$ cat src/hdl/adcq_map.vh
// Summary of operation
// - cycle conversion, sleep, data output, repeat
// - finished conversion enters low-power sleep
// - sleep holds result until addressed for read
// - address during conversion gets NAK
// - answer only fixed address 0010100
// - read after conversion is ACKed, output begins
// - result is sixteen bits: sign plus fifteen
// - bit changes after SCL fall, sampled rising
// - STOP after read or 16 bits restarts conversion
// - half-millisecond internal reset, then conversion
// - code is 32768 times ratio, clamped
// - sign first, then magnitude MSB down to LSB
// - offset calibration inside every conversion
// - one result per conversion, no latency
// - repeated START reads without new conversion
// - eight data bits then one acknowledge slot
// - SDA changes only while SCL low
// - slave only, SCL input, transmit only
// - SDA only pulled low or released
// - works up to 400 kbit/s fast mode
// - SDA released except ACK and data output
`ifndef ADCQ_MAP_VH
`define ADCQ_MAP_VH

`define ADCQ_CLK_KHZ 25000
`define ADCQ_POR_US 500
`define ADCQ_CONV_US 16600
`define ADCQ_US_PER_MS 1000

`define ADCQ_SLAVE_ADDR 7'h14
`define ADCQ_READ_BIT 1'b1

`define ADCQ_ST_POR 2'h0
`define ADCQ_ST_CONV 2'h1
`define ADCQ_ST_SLEEP 2'h2
`define ADCQ_ST_OUT 2'h3

`define ADCQ_PH_IDLE 3'h0
`define ADCQ_PH_ADDR 3'h1
`define ADCQ_PH_ACKP 3'h2
`define ADCQ_PH_ACKD 3'h3
`define ADCQ_PH_TX 3'h4
`define ADCQ_PH_MACK 3'h5
`define ADCQ_PH_IGN 3'h6

`define ADCQ_BITS_PER_BYTE 4'h8
`define ADCQ_SIGN_FLIP 16'h8000
`define ADCQ_CODE_MAX 16'h7fff
`define ADCQ_CODE_MIN 16'h8000
`define ADCQ_RAW_W 18
`define ADCQ_TMR_W 24

`endif

$ cat src/hdl/adcq_i2c_readout.v
`timescale 1ns/1ns
`default_nettype none
`include "adcq_map.vh"
module adcq_i2c_readout #(
   parameter [`ADCQ_TMR_W-1:0] POR_CYCLES =
      `ADCQ_POR_US * `ADCQ_CLK_KHZ / `ADCQ_US_PER_MS,
   parameter [`ADCQ_TMR_W-1:0] CONV_CYCLES =
      `ADCQ_CONV_US * `ADCQ_CLK_KHZ / `ADCQ_US_PER_MS
) (
   input wire mclk,
   input wire rst,
   input wire sclIn,
   input wire sdaIn,
   output reg sdaOut,
   output reg sdaOe,
   input wire [`ADCQ_RAW_W-1:0] modSum,
   input wire [`ADCQ_RAW_W-1:0] calOffset,
   output reg convBusy,
   output reg sleepMode,
   output reg dataOutMode
);
   // saturating result: difference clamped to 16 bits
   function [15:0] adcqClamp;
      input [`ADCQ_RAW_W:0] v;
      begin
         if (v[`ADCQ_RAW_W:15] == {(`ADCQ_RAW_W-14){1'b0}} ||
             v[`ADCQ_RAW_W:15] == {(`ADCQ_RAW_W-14){1'b1}}) begin
            adcqClamp = v[15:0];
         end else if (v[`ADCQ_RAW_W]) begin
            adcqClamp = `ADCQ_CODE_MIN;
         end else begin
            adcqClamp = `ADCQ_CODE_MAX;
         end
      end
   endfunction

   // bus line synchroniser output
   wire [1:0] busSync;
   wire sclS;
   wire sdaS;
   assign sclS = busSync[1];
   assign sdaS = busSync[0];

   // scl is only ever sampled, never driven
   adcq_sync #(
      .W(2)
   ) uSync (
      .mclk(mclk),
      .rst(rst),
      .d({sclIn, sdaIn}),
      .q(busSync)
   );

   // power-on reset interval and conversion interval
   reg porKick_r;
   reg convKick_r;
   wire porBusy;
   wire porDone;
   wire convTmrBusy;
   wire convDone;

   adcq_timer #(
      .CYCLES(POR_CYCLES)
   ) uPor (
      .mclk(mclk),
      .rst(rst),
      .start(porKick_r),
      .busy(porBusy),
      .done(porDone)
   );

   adcq_timer #(
      .CYCLES(CONV_CYCLES)
   ) uConv (
      .mclk(mclk),
      .rst(rst),
      .start(convKick_r),
      .busy(convTmrBusy),
      .done(convDone)
   );

   // edge detection on synchronised lines
   reg sclPrev_r;
   reg sdaPrev_r;
   wire sclRise;
   wire sclFall;
   wire startCond;
   wire stopCond;
   assign sclRise = sclS & ~sclPrev_r;
   assign sclFall = ~sclS & sclPrev_r;
   assign startCond = sclS & sclPrev_r & sdaPrev_r & ~sdaS;
   assign stopCond = sclS & sclPrev_r & ~sdaPrev_r & sdaS;

   // offset-corrected, clamped, sign-flipped result
   wire [`ADCQ_RAW_W:0] diff;
   wire [15:0] code;
   assign diff = {modSum[`ADCQ_RAW_W-1], modSum} -
      {calOffset[`ADCQ_RAW_W-1], calOffset};
   assign code = adcqClamp(diff) ^ `ADCQ_SIGN_FLIP;

   reg [1:0] state_r;
   reg [2:0] phase_r;
   reg [3:0] bitCnt_r;
   reg [7:0] addrSh_r;
   reg [15:0] result_r;
   reg [15:0] txSh_r;
   reg byteSel_r;
   reg validRead_r;

   wire addrHit;
   wire readReady;
   assign addrHit = (addrSh_r[7:1] == `ADCQ_SLAVE_ADDR) &&
      (addrSh_r[0] == `ADCQ_READ_BIT);
   assign readReady = (state_r == `ADCQ_ST_SLEEP) ||
      (state_r == `ADCQ_ST_OUT);

   always @(posedge mclk) begin
      if (rst) begin
         sclPrev_r <= 1'b1;
         sdaPrev_r <= 1'b1;
      end else begin
         sclPrev_r <= sclS;
         sdaPrev_r <= sdaS;
      end
   end

   // operating state and slave serial engine
   always @(posedge mclk) begin
      if (rst) begin
         state_r <= `ADCQ_ST_POR;
         phase_r <= `ADCQ_PH_IDLE;
         bitCnt_r <= 4'h0;
         addrSh_r <= 8'h00;
         result_r <= 16'h0000;
         txSh_r <= 16'h0000;
         byteSel_r <= 1'b0;
         validRead_r <= 1'b0;
         porKick_r <= 1'b1;
         convKick_r <= 1'b0;
         sdaOut <= 1'b0;
         sdaOe <= 1'b0;
         convBusy <= 1'b0;
         sleepMode <= 1'b0;
         dataOutMode <= 1'b0;
      end else begin
         porKick_r <= 1'b0;
         convKick_r <= 1'b0;
         sdaOut <= 1'b0;
         convBusy <= (state_r == `ADCQ_ST_CONV);
         sleepMode <= (state_r == `ADCQ_ST_SLEEP);
         dataOutMode <= (state_r == `ADCQ_ST_OUT);

         // conversion sequencing
         case (state_r)
            `ADCQ_ST_POR: begin
               if (porDone) begin
                  state_r <= `ADCQ_ST_CONV;
                  convKick_r <= 1'b1;
               end
            end
            `ADCQ_ST_CONV: begin
               if (convDone) begin
                  result_r <= code;
                  state_r <= `ADCQ_ST_SLEEP;
               end
            end
            `ADCQ_ST_SLEEP: begin
               if (phase_r == `ADCQ_PH_ACKP && sclFall) begin
                  state_r <= `ADCQ_ST_OUT;
               end
            end
            `ADCQ_ST_OUT: begin
               if ((stopCond && validRead_r) ||
                   (phase_r == `ADCQ_PH_TX && sclFall && byteSel_r &&
                    bitCnt_r == `ADCQ_BITS_PER_BYTE)) begin
                  state_r <= `ADCQ_ST_CONV;
                  convKick_r <= 1'b1;
                  validRead_r <= 1'b0;
               end
            end
            default: begin
               state_r <= `ADCQ_ST_POR;
            end
         endcase

         // bus engine; START and STOP take priority over bit events
         if (state_r == `ADCQ_ST_POR) begin
            phase_r <= `ADCQ_PH_IDLE;
            sdaOe <= 1'b0;
         end else if (startCond) begin
            phase_r <= `ADCQ_PH_ADDR;
            bitCnt_r <= 4'h0;
            sdaOe <= 1'b0;
         end else if (stopCond) begin
            phase_r <= `ADCQ_PH_IDLE;
            sdaOe <= 1'b0;
         end else begin
            case (phase_r)
               `ADCQ_PH_ADDR: begin
                  if (sclRise) begin
                     addrSh_r <= {addrSh_r[6:0], sdaS};
                     bitCnt_r <= bitCnt_r + 4'h1;
                  end else if (sclFall &&
                               bitCnt_r == `ADCQ_BITS_PER_BYTE) begin
                     if (addrHit && readReady) begin
                        sdaOe <= 1'b1;
                        phase_r <= `ADCQ_PH_ACKP;
                        txSh_r <= result_r;
                        byteSel_r <= 1'b0;
                        validRead_r <= 1'b1;
                     end else begin
                        phase_r <= `ADCQ_PH_IGN;
                     end
                  end
               end
               `ADCQ_PH_ACKP: begin
                  if (sclFall) begin
                     sdaOe <= ~txSh_r[15];
                     txSh_r <= {txSh_r[14:0], 1'b0};
                     bitCnt_r <= 4'h1;
                     phase_r <= `ADCQ_PH_TX;
                  end
               end
               `ADCQ_PH_ACKD: begin
                  if (sclFall) begin
                     sdaOe <= ~txSh_r[15];
                     txSh_r <= {txSh_r[14:0], 1'b0};
                     bitCnt_r <= 4'h1;
                     phase_r <= `ADCQ_PH_TX;
                  end
               end
               `ADCQ_PH_TX: begin
                  if (sclFall) begin
                     if (bitCnt_r == `ADCQ_BITS_PER_BYTE) begin
                        sdaOe <= 1'b0;
                        phase_r <= byteSel_r ? `ADCQ_PH_IGN :
                           `ADCQ_PH_MACK;
                     end else begin
                        sdaOe <= ~txSh_r[15];
                        txSh_r <= {txSh_r[14:0], 1'b0};
                        bitCnt_r <= bitCnt_r + 4'h1;
                     end
                  end
               end
               `ADCQ_PH_MACK: begin
                  if (sclRise) begin
                     if (!sdaS) begin
                        byteSel_r <= 1'b1;
                        phase_r <= `ADCQ_PH_ACKD;
                     end else begin
                        phase_r <= `ADCQ_PH_IGN;
                     end
                  end
               end
               `ADCQ_PH_IGN: begin
                  sdaOe <= 1'b0;
               end
               `ADCQ_PH_IDLE: begin
                  sdaOe <= 1'b0;
               end
               default: begin
                  phase_r <= `ADCQ_PH_IDLE;
                  sdaOe <= 1'b0;
               end
            endcase
         end
      end
   end
endmodule
`default_nettype wire

$ cat src/hdl/adcq_sync.v
`timescale 1ns/1ns
`default_nettype none
module adcq_sync #(
   parameter W = 2
) (
   input wire mclk,
   input wire rst,
   input wire [W-1:0] d,
   output reg [W-1:0] q
);
   reg [W-1:0] meta_r;

   // two stages; idle bus lines read high
   always @(posedge mclk) begin
      if (rst) begin
         meta_r <= {W{1'b1}};
         q <= {W{1'b1}};
      end else begin
         meta_r <= d;
         q <= meta_r;
      end
   end
endmodule
`default_nettype wire

$ cat src/hdl/adcq_timer.v
`timescale 1ns/1ns
`default_nettype none
`include "adcq_map.vh"
module adcq_timer #(
   parameter [`ADCQ_TMR_W-1:0] CYCLES = 24'h000010
) (
   input wire mclk,
   input wire rst,
   input wire start,
   output reg busy,
   output reg done
);
   reg [`ADCQ_TMR_W-1:0] cnt_r;

   // one-shot interval; done pulses one cycle at the end
   always @(posedge mclk) begin
      if (rst) begin
         cnt_r <= {`ADCQ_TMR_W{1'b0}};
         busy <= 1'b0;
         done <= 1'b0;
      end else begin
         done <= 1'b0;
         if (start) begin
            cnt_r <= CYCLES - 24'h000001;
            busy <= 1'b1;
         end else if (busy) begin
            if (cnt_r == {`ADCQ_TMR_W{1'b0}}) begin
               busy <= 1'b0;
               done <= 1'b1;
            end else begin
               cnt_r <= cnt_r - 24'h000001;
            end
         end
      end
   end
endmodule
`default_nettype wire
$ cat config.mk
export PLATFORM = sky130hd
export DESIGN_NAME = adcq_i2c_readout
export DESIGN_NICKNAME = d
export VERILOG_FILES = /design/src/hdl/adcq_i2c_readout.v /design/src/hdl/adcq_sync.v /design/src/hdl/adcq_timer.v
export VERILOG_INCLUDE_DIRS = /design/src /design/src/hdl
export SDC_FILE = /design/constraint.sdc
export NUM_CORES = 1
export LEC_CHECK = 0
export ABC_AREA = 1
export BUFFER_PORTS_ARGS = -buffer_cell sky130_fd_sc_hd__buf_2
export CORE_UTILIZATION = 40
export CTS_BUF_LIST = sky130_fd_sc_hd__clkbuf_16
export CTS_CLUSTER_DIAMETER = 120
export DETAILED_ROUTE_END_ITERATION = 12
export SKIP_LAST_GASP = 1
export SLEW_MARGIN = 0
export SYNTH_ARGS = -nofsm -noshare
export SYNTH_HDL_FRONTEND = slang
export SYNTH_SLANG_ARGS = --single-unit
$ cat constraint.sdc
create_clock -name mclk -period 3.9 [get_ports mclk]
set_input_delay 0.585 -clock mclk [delete_from_list [all_inputs] [get_ports mclk]]
set_output_delay 0.585 -clock mclk [all_outputs]
set_load 0.02 [all_outputs]
==> out/qor_table.md, run 1 <==
| Stage | Parameter | Value |
| --- | --- | --- |
| timing | RSZ-0062 raised after global routing | false |
| worst setup path | Buffers plus inverters on the worst setup path | 3 |
| timing | Aggregate negative setup slack | 0 ns |
| synth | Largest cells by area after synthesis | dfxtp_1, nand2_1, nor2_1, inv_1, o21ai_0 |
| place | Number of buffers added on ports | 43 |
| floorplanning | Core Footprint | 0.01682 sq mm |
| layout | Proportion of layout cells with a drive suffix above 1 | 13.46% |
| worst setup path | Setup crit start kind | input port |
| global route | Number of global-route vias before repair | 6088 |
| pwr | Static leakage | 3.807 nW |
| synth | Dominant cell type by area after synthesis | dfxtp_1 |
| layout | Final cell count without fillers | 1327 |
| timing | Time the final worst path needs with I/O delays and setup | 2.374 ns |
| synth | Mean post-synth cell area | 6.647 sq um |
| worst setup path | Critical path arrival | 2.65 ns |
| cts | CTS Buf Count | 17 |
| synth | Post-synthesis cell area | 0.006993 sq mm |
| global route | Number of antenna violations at the first check in global routing | 0 |
| worst setup path | Path type of the worst setup path | input port to register |
| timing | Worst slew margin relative to its limit | 61.35% |
| cts | Root cell of the clock tree | clkbuf_16 |
| hold path | Hold Crit Class | input port to register |
| synth | Share of flip-flops with an asynchronous set or reset | 0% |
| detailed routing | DRC Markers | 0 |
| synth | Share of the yosys chip area belonging to registers | 32.92% |
| timing | Final hold violation count | 0 |
| worst setup path | Cell-by-cell listing of the critical path | buf_2 -> inv_1 -> ha_1 -> inv_1 -> fa_1 -> nand2_1 -> nand2_1 -> nand3_1 -> nand2_2 -> nand2_1 -> nand2_1 -> nand2_1 -> nand2_1 -> nor2_1 -> a21oi_2 -> nor2_4 -> a21oi_1 |
| floorplanning | Area enclosed by the die boundary | 0.01802 sq mm |
| cts | # hold bufs at CTS | 0 |
| worst setup path | Largest fanout on the critical path | 15 |
| detailed routing | Number of vias after detailed routing | 6390 |
| floorplanning | Die Wd | 134.2 um |
| global route | Maximum number of pins on one net before global-route repair | 41 |
| timing | Tcrit/Tclk final | 60.87% |
| synth | Yosys warns | 0 |
| timing | Final Setup Violations | 0 |
| cts | Worst-skew pair later-pin latency | 0.42 ns |
| layout | Area growth from synthesis to layout | 13.63% |
| layout | Count of nets after finishing | 1162 |
| worst setup path | Highest cell delay on the worst timing path | 0.42 ns |
| place | Dpl hpwl | 11.33 mm |
| detailed routing | Vias per cell | 4.815 |
| cts | Clock-pin transition on the worst setup and hold timing paths | 0.05 ns |
| place | Worst slack after detailed placement | 1.085 ns |
| global route | Total gr overflow | 0 |
| pwr | Total power consumption of the routed design | 0.003373 W |
| detailed routing | DRT Wirelength | 15.38 mm |
| place | RePlAce Congestion | 0.8776 |
| worst setup path | Top delay family on crit path | simple AND/OR/NAND/NOR gates |
| detailed routing | Initial DRC count | 383 |
| cts | # resized after CTS | 0 |
| timing | Final Worst Setup Slack | 1.526 ns |
| synth | Post-synthesis register bit count | 115 |
| run | Maximum capacitance violations | 0 |
| layout | ANT cells | 0 |
| detailed routing | WL per Instance | 11.59 um |
| worst setup path | Cell type of the slowest stage on the worst timing path | fa_1 |
| floorplanning | Core Rows | 47 |
| pwr | Power per unit of standard cell area | 424.5 mW/mm^2 |
| cts | CTS tree | yes |
| cts | Buffer depth of the longest clock path | 2 |
| place | Number of placed cells counting well taps | 1295 |
| worst setup path | Required time reported for the critical path endpoint | 4.18 ns |
| timing | Final clock skew | 0.008115 ns |
| floorplanning | Count of pins on the block boundary | 45 |
| synth | Top-count cell post-synth | nand2_1 |
| detailed routing | Antenna Nets Post-Route | 0 |
| synth | Area share of the leading cell type in the synthesized netlist | 32.92% |
| cts | Buffers inserted by post-CTS timing repair | 0 |
| timing | Pins Over Slew Limit | 0 |
| pwr | Peak supply drop | 0.2871 mV |
| synth | Number of synthesized flops with an enable pin | 0 |
| outcome | Outcome | finished clean |
| cts | Clock Sink Count | 115 |
| layout | Multi-input gate area | 0.003981 sq mm |
| synth | Number of standard cells after synthesis | 1052 |
| timing | Worst Tran Pin Value | 0.5777 ns |
| layout | Count of fill cells added during filler insertion | 1781 |
| timing | Highest clock rate | 421.2 MHz |
| cts | Depth of the CTS H-tree | 4 |
| global route | GR Util All Layers | 18.19% |
| synth | Syn Nets | 1120 |
| worst setup path | Nature of the critical path endpoint | register |
| floorplanning | Starting density of the core | 41.58% |
| floorplanning | Die H | 134.2 um |
| detailed routing | Drt first pass iters | 5 |
| synth | Commonest cells post-synth | nand2_1, nor2_1, inv_1, dfxtp_1, o21ai_0 |
| global route | First-pass GRT wire length | 26.97 mm |
| worst setup path | Top cell by count, worst path | nand2_1 |
| layout | Sequential cell area | 0.002302 sq mm |
| synth | Library cells used by synthesis | 51 |
| synth | Top FF cell, synth | dfxtp_1 |
## state kept, by name (all words and copies together) (netlist names), 2 cells and up
| signal | flops |
|---|---|
| state_r | 2 |
| phase_r | 3 |
| bitCnt_r | 4 |
| addrSh_r | 8 |
| uPor.cnt_r | 24 |
| uSync.q | 2 |
| uSync.meta_r | 2 |
| uConv.cnt_r | 24 |
| txSh_r | 16 |
| result_r | 16 |
## cell families (layout without fill, tap and decap cells)
family	count (synthesis)	count (layout)	synth area share [%]
other	1	1	0.05363
and+or+nand+nor	540	540	34.73
AOI/OAI and AO/OA	172	172	13.88
buffers and inverters	171	226	10.14
DFF	115	115	32.92
xor gates and xnor gates	24	24	3.006
adders and majority gates	28	28	5.117
muxes	1	1	0.1431
## routing by layer
metal	routed length, um	GRT usage (%)	up-vias
met5	0	0	-
met4	294	7.615	0
met3	471	3.175	22
met2	6876	29.97	111
met1	7736	23.38	2790
li1	-	-	3467
## power breakdown
| part | switching [W] | total, W | internal (W) |
|---|---|---|---|
| Sequential | 0.0000237 | 0.00123 | 0.00121 |
| Combinational | 0.000362 | 0.000548 | 0.000186 |
| Clock | 0.000542 | 0.00159 | 0.00105 |
## path summary, 6_finish.rpt
| kind | slack [ns] | from | end | cells after the start |
|---|---|---|---|---|
| worst max register to register | 1.57 | uConv.cnt_r[0] | uConv.cnt_r[16] | 12 |
| worst min-delay path | 0.36 | sdaIn | uSync.meta_r[0] | 2 |
| worst min register to register | 0.41 | uSync.meta_r[1] | uSync.q[1] | 1 |
| worst max-delay path | 1.53 | modSum[0] | result_r[10] | 17 |
## area by class of cell
type / count / area share [%]
Clock buffer: 17 / 5.353
Sequential cell: 115 / 28.97
Multi-Input combinational cell: 766 / 50.10
Inverter: 150 / 7.117
Tap cell: 220 / 3.464
Clock inverter: 15 / 2.189
Timing Repair Buffer: 44 / 2.803
## through the flow
| step | hold WS (ns) | instance area [sq um] | util, % |
|---|---|---|---|
| floorplan | 0.3895 | 6993 | - |
| global placement | 0.4052 | 7347 | 43.68 |
| detailed placement | 0.4041 | 7347 | 43.68 |
| CTS | 0.3457 | 7946 | 47.25 |
| global route | 0.3480 | 7946 | 47.25 |
| finish | 0.3618 | 7946 | 47.25 |
## placed cells by master (no fill, tap or decap), types with 3 or more instances in the layout
cell / netlist / routed
o211ai_1: 4 / 4
nor2_1: 153 / 153
bufinv_16: 0 / 4
ha_1: 27 / 27
a21oi_2: 13 / 13
nor3_1: 23 / 23
or2_2: 4 / 4
nand3_2: 14 / 14
o21a_1: 4 / 4
or2_1: 6 / 6
inv_1: 134 / 137
nor4_1: 6 / 6
a31oi_1: 8 / 8
xnor2_1: 8 / 8
o21ai_0: 71 / 71
nand3_1: 50 / 50
nand4_1: 9 / 9
dfxtp_1: 115 / 115
clkbuf_16: 0 / 17
inv_2: 11 / 11
xor2_1: 16 / 16
clkinvlp_4: 0 / 3
clkinv_1: 4 / 8
nand3b_1: 4 / 4
nand2_1: 232 / 232
nand2_2: 20 / 20
o21ai_1: 3 / 3
a21oi_1: 61 / 61
buf_2: 2 / 43
nor2_2: 8 / 8
## worst reg2reg max path: stages, from the launching register on
cell	delay [ns]
dfxtp_1	0.37
inv_1	0.11
ha_1	0.25
inv_1	0.09
nor2_1	0.07
nand4_1	0.13
nand2_2	0.22
inv_2	0.26
nand2_1	0.17
nor2_1	0.12
nand3_1	0.12
or2_1	0.23
a21oi_1	0.12
(Power assumes the default switching activity.)
==> inputs of run 2 (changes only) <==
--- a/config.mk
+++ b/config.mk
@@ -6,7 +6,7 @@
 export SDC_FILE = /design/constraint.sdc
 export NUM_CORES = 1
 export LEC_CHECK = 0
-export ABC_AREA = 1
+export ABC_AREA = 0
 export BUFFER_PORTS_ARGS = -buffer_cell sky130_fd_sc_hd__buf_2
 export CORE_UTILIZATION = 40
 export CTS_BUF_LIST = sky130_fd_sc_hd__clkbuf_16
==> constraint.sdc (replaced) <==
create_clock -name mclk -period 2.3 [get_ports mclk]
set_input_delay 0.345 -clock mclk [delete_from_list [all_inputs] [get_ports mclk]]
set_output_delay 0.345 -clock mclk [all_outputs]
set_load 0.02 [all_outputs]
==> run 2 against run 1 <==
Net effect:
- count of clock-buffer cells in the layout unchanged
- the flow now finishes with violations (setup timing)
- synthesized area decreased by 14%
- core utilization grew 9.1 points
- non-clock buffer count increased by 102
- global-route usage up 0.36 points
- worst setup slack got worse by 1.7 ns
- clock power increased by 49%
==> out/qor_table.md, run 2 <==
| Stage | Parameter | Value | Change |
| --- | --- | --- | --- |
| outcome | Outcome | finished, violations left |  |
| outcome | Violations in the final reports | setup timing |  |
| pwr | Static leakage | 3.412 nW | -10% |
| layout | ANT cells | 0 | unchanged |
| synth | Yosys warns | 0 | unchanged |
| detailed routing | Vias per cell | 5.293 | +9.9% |
| layout | Proportion of layout cells with a drive suffix above 1 | 32.05% | +19 points |
| layout | Most common cell after layout, fill and taps aside | dfxtp_1 |  |
| cts | Buffer depth of the longest clock path | 2 | unchanged |
| hold path | Hold Path Origin | sdaIn |  |
| global route | Number of antenna violations at the first check in global routing | 0 | unchanged |
| place | Number of buffers added on ports | 43 | unchanged |
| timing | Final Setup Violations | 23 | +23 |
| cts | # hold bufs at CTS | 0 | unchanged |
| detailed routing | Antenna Nets Post-Route | 0 | unchanged |
| pwr | Total power consumption of the routed design | 0.005340 W | +58% |
| cts | CTS tree | yes |  |
| pwr | Power per unit of standard cell area | 649.7 mW/mm^2 | +53% |
| timing | Tcrit/Tclk final | 106.8% |  |
| floorplanning | Core Footprint | 0.01459 sq mm | -13% |
| cts | Worst-skew pair later-pin latency | 0.41 ns | about the same |
| global route | Maximum number of pins on one net before global-route repair | 67 | +63% |
| worst setup path | Path type of the worst setup path | register to register |  |
| floorplanning | Die Wd | 124.6 um | -7.2% |
| layout | Largest registers | uConv.cnt_r (24), uPor.cnt_r (24) |  |
| detailed routing | DRC Markers | 0 | unchanged |
| worst setup path | Worst R2R Setup Slack | -0.16 ns | -1.73 ns |
| cts | Depth of the CTS H-tree | 4 | unchanged |
| synth | Mean post-synth cell area | 8.486 sq um | +28% |
| worst setup path | Endpoint of the worst-slack reg-to-reg timing path | uConv.cnt_r[5] |  |
| synth | Syn Nets | 776 | -31% |
| floorplanning | Count of pins on the block boundary | 45 | unchanged |
| place | RePlAce Congestion | 0.8343 | -4.9% |
| place | Placed cell area | 0.007257 sq mm | -1.2% |
| global route | Total gr overflow | 0 | unchanged |
| worst setup path | Setup crit start kind | register |  |
| synth | Area share of the leading cell type in the synthesized netlist | 38.32% | +5.4 points |
| synth | Commonest cells post-synth | dfxtp_1, nor2_1, a21oi_1, inv_1, xnor2_1 |  |
| synth | Share of the yosys chip area belonging to registers | 38.32% | +5.4 points |
| detailed routing | WL per Instance | 13.96 um | +20% |
| worst setup path | Setup crit end | uConv.cnt_r[5] |  |
| layout | Area growth from synthesis to layout | 36.82% |  |
| global route | First-pass GRT wire length | 24.02 mm | -11% |
| detailed routing | DRT Wirelength | 14.51 mm | -5.7% |
| pwr | Peak supply drop | 0.5214 mV | +82% |
| layout | Count of nets after finishing | 910 | -22% |
| worst setup path | Nature of the critical path endpoint | register |  |
| place | Dpl hpwl | 10.18 mm | -10% |
| floorplanning | Core Rows | 44 | -6.4% |
| worst setup path | Crit path from | uConv.cnt_r[17] |  |
| global route | Number of global-route vias before repair | 5281 | -13% |
| hold path | Hold Crit Class | input port to register |  |
| worst setup path | Required time reported for the critical path endpoint | 2.57 ns | -1.61 ns |
| timing | Final hold violation count | 0 | unchanged |
| hold path | Count of cells along the worst hold path | 2 | unchanged |
| synth | Dominant cell type by area after synthesis | dfxtp_1 |  |
| synth | Largest cells by area after synthesis | dfxtp_1, nor2_1, ha_1, a21oi_1, xnor2_1 |  |
| detailed routing | Drt first pass iters | 4 | -1 |
| layout | Most frequent cells in the layout | dfxtp_1, buf_4, nor2_1 |  |
| worst setup path | Reg2reg path depth | 8 | -4 |
| timing | Pins Over Slew Limit | 0 | unchanged |
| synth | Share of flip-flops with an asynchronous set or reset | 0% | unchanged |
| detailed routing | Initial DRC count | 256 | -33% |
| synth | Post-synthesis register bit count | 115 | unchanged |
| timing | Final Worst Setup Slack | -0.1574 ns | -1.683 ns |
| floorplanning | Die H | 124.6 um | -7.2% |
| cts | Root cell of the clock tree | clkbuf_16 |  |
| cts | CTS Buf Count | 17 | unchanged |
| cts | Clock-pin transition on the worst setup and hold timing paths | 0.06 ns | about the same |
| worst setup path | Largest fanout on the critical path | 4 | -11 |
| synth | Library cells used by synthesis | 72 | +41% |
| floorplanning | Starting density of the core | 41.18% | -0.40 points |
| timing | Time the final worst path needs with I/O delays and setup | 2.457 ns |  |
| synth | Post-synthesis cell area | 0.006008 sq mm | -14% |
| timing | RSZ-0062 raised after global routing | true |  |
| run | Maximum capacitance violations | 0 | unchanged |
| cts | Clock Sink Count | 115 | unchanged |
| global route | GR Util All Layers | 18.55% | +0.36 points |
| detailed routing | Number of vias after detailed routing | 5499 | -14% |
| worst setup path | Reg-to-Reg Start | uConv.cnt_r[17] |  |
| synth | Top-count cell post-synth | dfxtp_1 |  |
| synth | Number of synthesized flops with an enable pin | 0 | unchanged |
| worst setup path | Critical path arrival | 2.73 ns | +0.08 ns |
| floorplanning | Area enclosed by the die boundary | 0.01552 sq mm | -14% |
| synth | Number of standard cells after synthesis | 708 | -33% |
| timing | Highest clock rate | 406.9 MHz |  |
| timing | Worst Tran Pin Value | 0.6775 ns | +0.09984 ns |
| synth | Top FF cell, synth | dfxtp_1 |  |
| timing | Worst slew margin relative to its limit | 54.83% | -6.5 points |
| layout | Post-route cell area | 0.008220 sq mm | +3.4% |
| timing | Final clock skew | 0.007779 ns | -0.0003358 ns |
[run 2: what timing repair did]
| action | in CTS | in global routing |
|---|---|---|
| setup endpoints to repair | 24 | 63 |
| pin swaps | 12 | 37 |
| resized for setup | 14 | 52 |
| setup buffers | 3 | 13 |
[run 2: worst min-delay path by stage]
stage / endpoint / slack [ns]
after detailed placement: uSync.q[1] / 0.41
final: uSync.meta_r[0] / 0.13
after floorplan: porKick_r / 0.37
after global routing: uSync.meta_r[0] / 0.13
after global placement: uSync.q[1] / 0.40
after CTS: uSync.meta_r[0] / 0.13
[run 2: final cells by class]
type,count,area (sq um)
fill,1305,6369
multi-input combinational,522,3924
sequential,115,2306
timing repair buffer,146,1049
clock buffer,17,425.4
tap,184,230.2
inverter,40,175.2
clock inverter,15,111.4
[run 2: power breakdown]
part,internal (W),switching [W]
Clock,0.00138,0.000989
Combinational,0.000425,0.000485
Sequential,0.00203,0.0000346
Total,0.00383,0.00151
[run 2: stage by stage]
stage          TNS [ns]  worst slack (ns)  cells  util, %  hold WS [ns]
5_1_grt          -4.199           -0.2551   1039    56.35        0.1295
3_5_place_dp     -8.106           -0.4207    993    49.74        0.4055
6_report         -1.936           -0.1574   1039    56.35        0.1347
4_1_cts          -1.617           -0.1659   1027    53.94        0.1251
2_1_floorplan    -3.459           -0.2242    708        -        0.3727
3_3_place_gp     -6.611           -0.3555    993    49.74        0.3969
[run 2: cell families (layout without fill, tap and decap cells)]
logic type / after synthesis / after routing / share of synthesized area, %
fa+ha+maj: 28 / 28 / 5.956
flops: 115 / 115 / 38.32
xor+xnor: 51 / 51 / 7.434
mux: 23 / 23 / 3.832
simple gates: 237 / 237 / 20.10
other cells: 1 / 1 / 0.06241
compound gates: 182 / 182 / 19.62
buf+inv: 71 / 218 / 4.685
[run 2: metal layers]
metal	up-vias	routed length [um]	track usage (%)	part of all wire, %
met5	-	0	0	0
met2	98	7401	32.43	51
li1	2798	-	-	-
met1	2589	6528	22.73	45
met3	14	427	3.909	2.9
met4	0	152	5.457	1.0
[run 2: worst max-delay path: stages, from the launching register on]
cell and delay, ns:
dfxtp_2 0.32, or4_4 0.54, or3_4 0.38, o41a_1 0.49, buf_6 0.16, and2_4 0.15, nand2_2 0.06, xor2_1 0.15
nor2_1 0.06
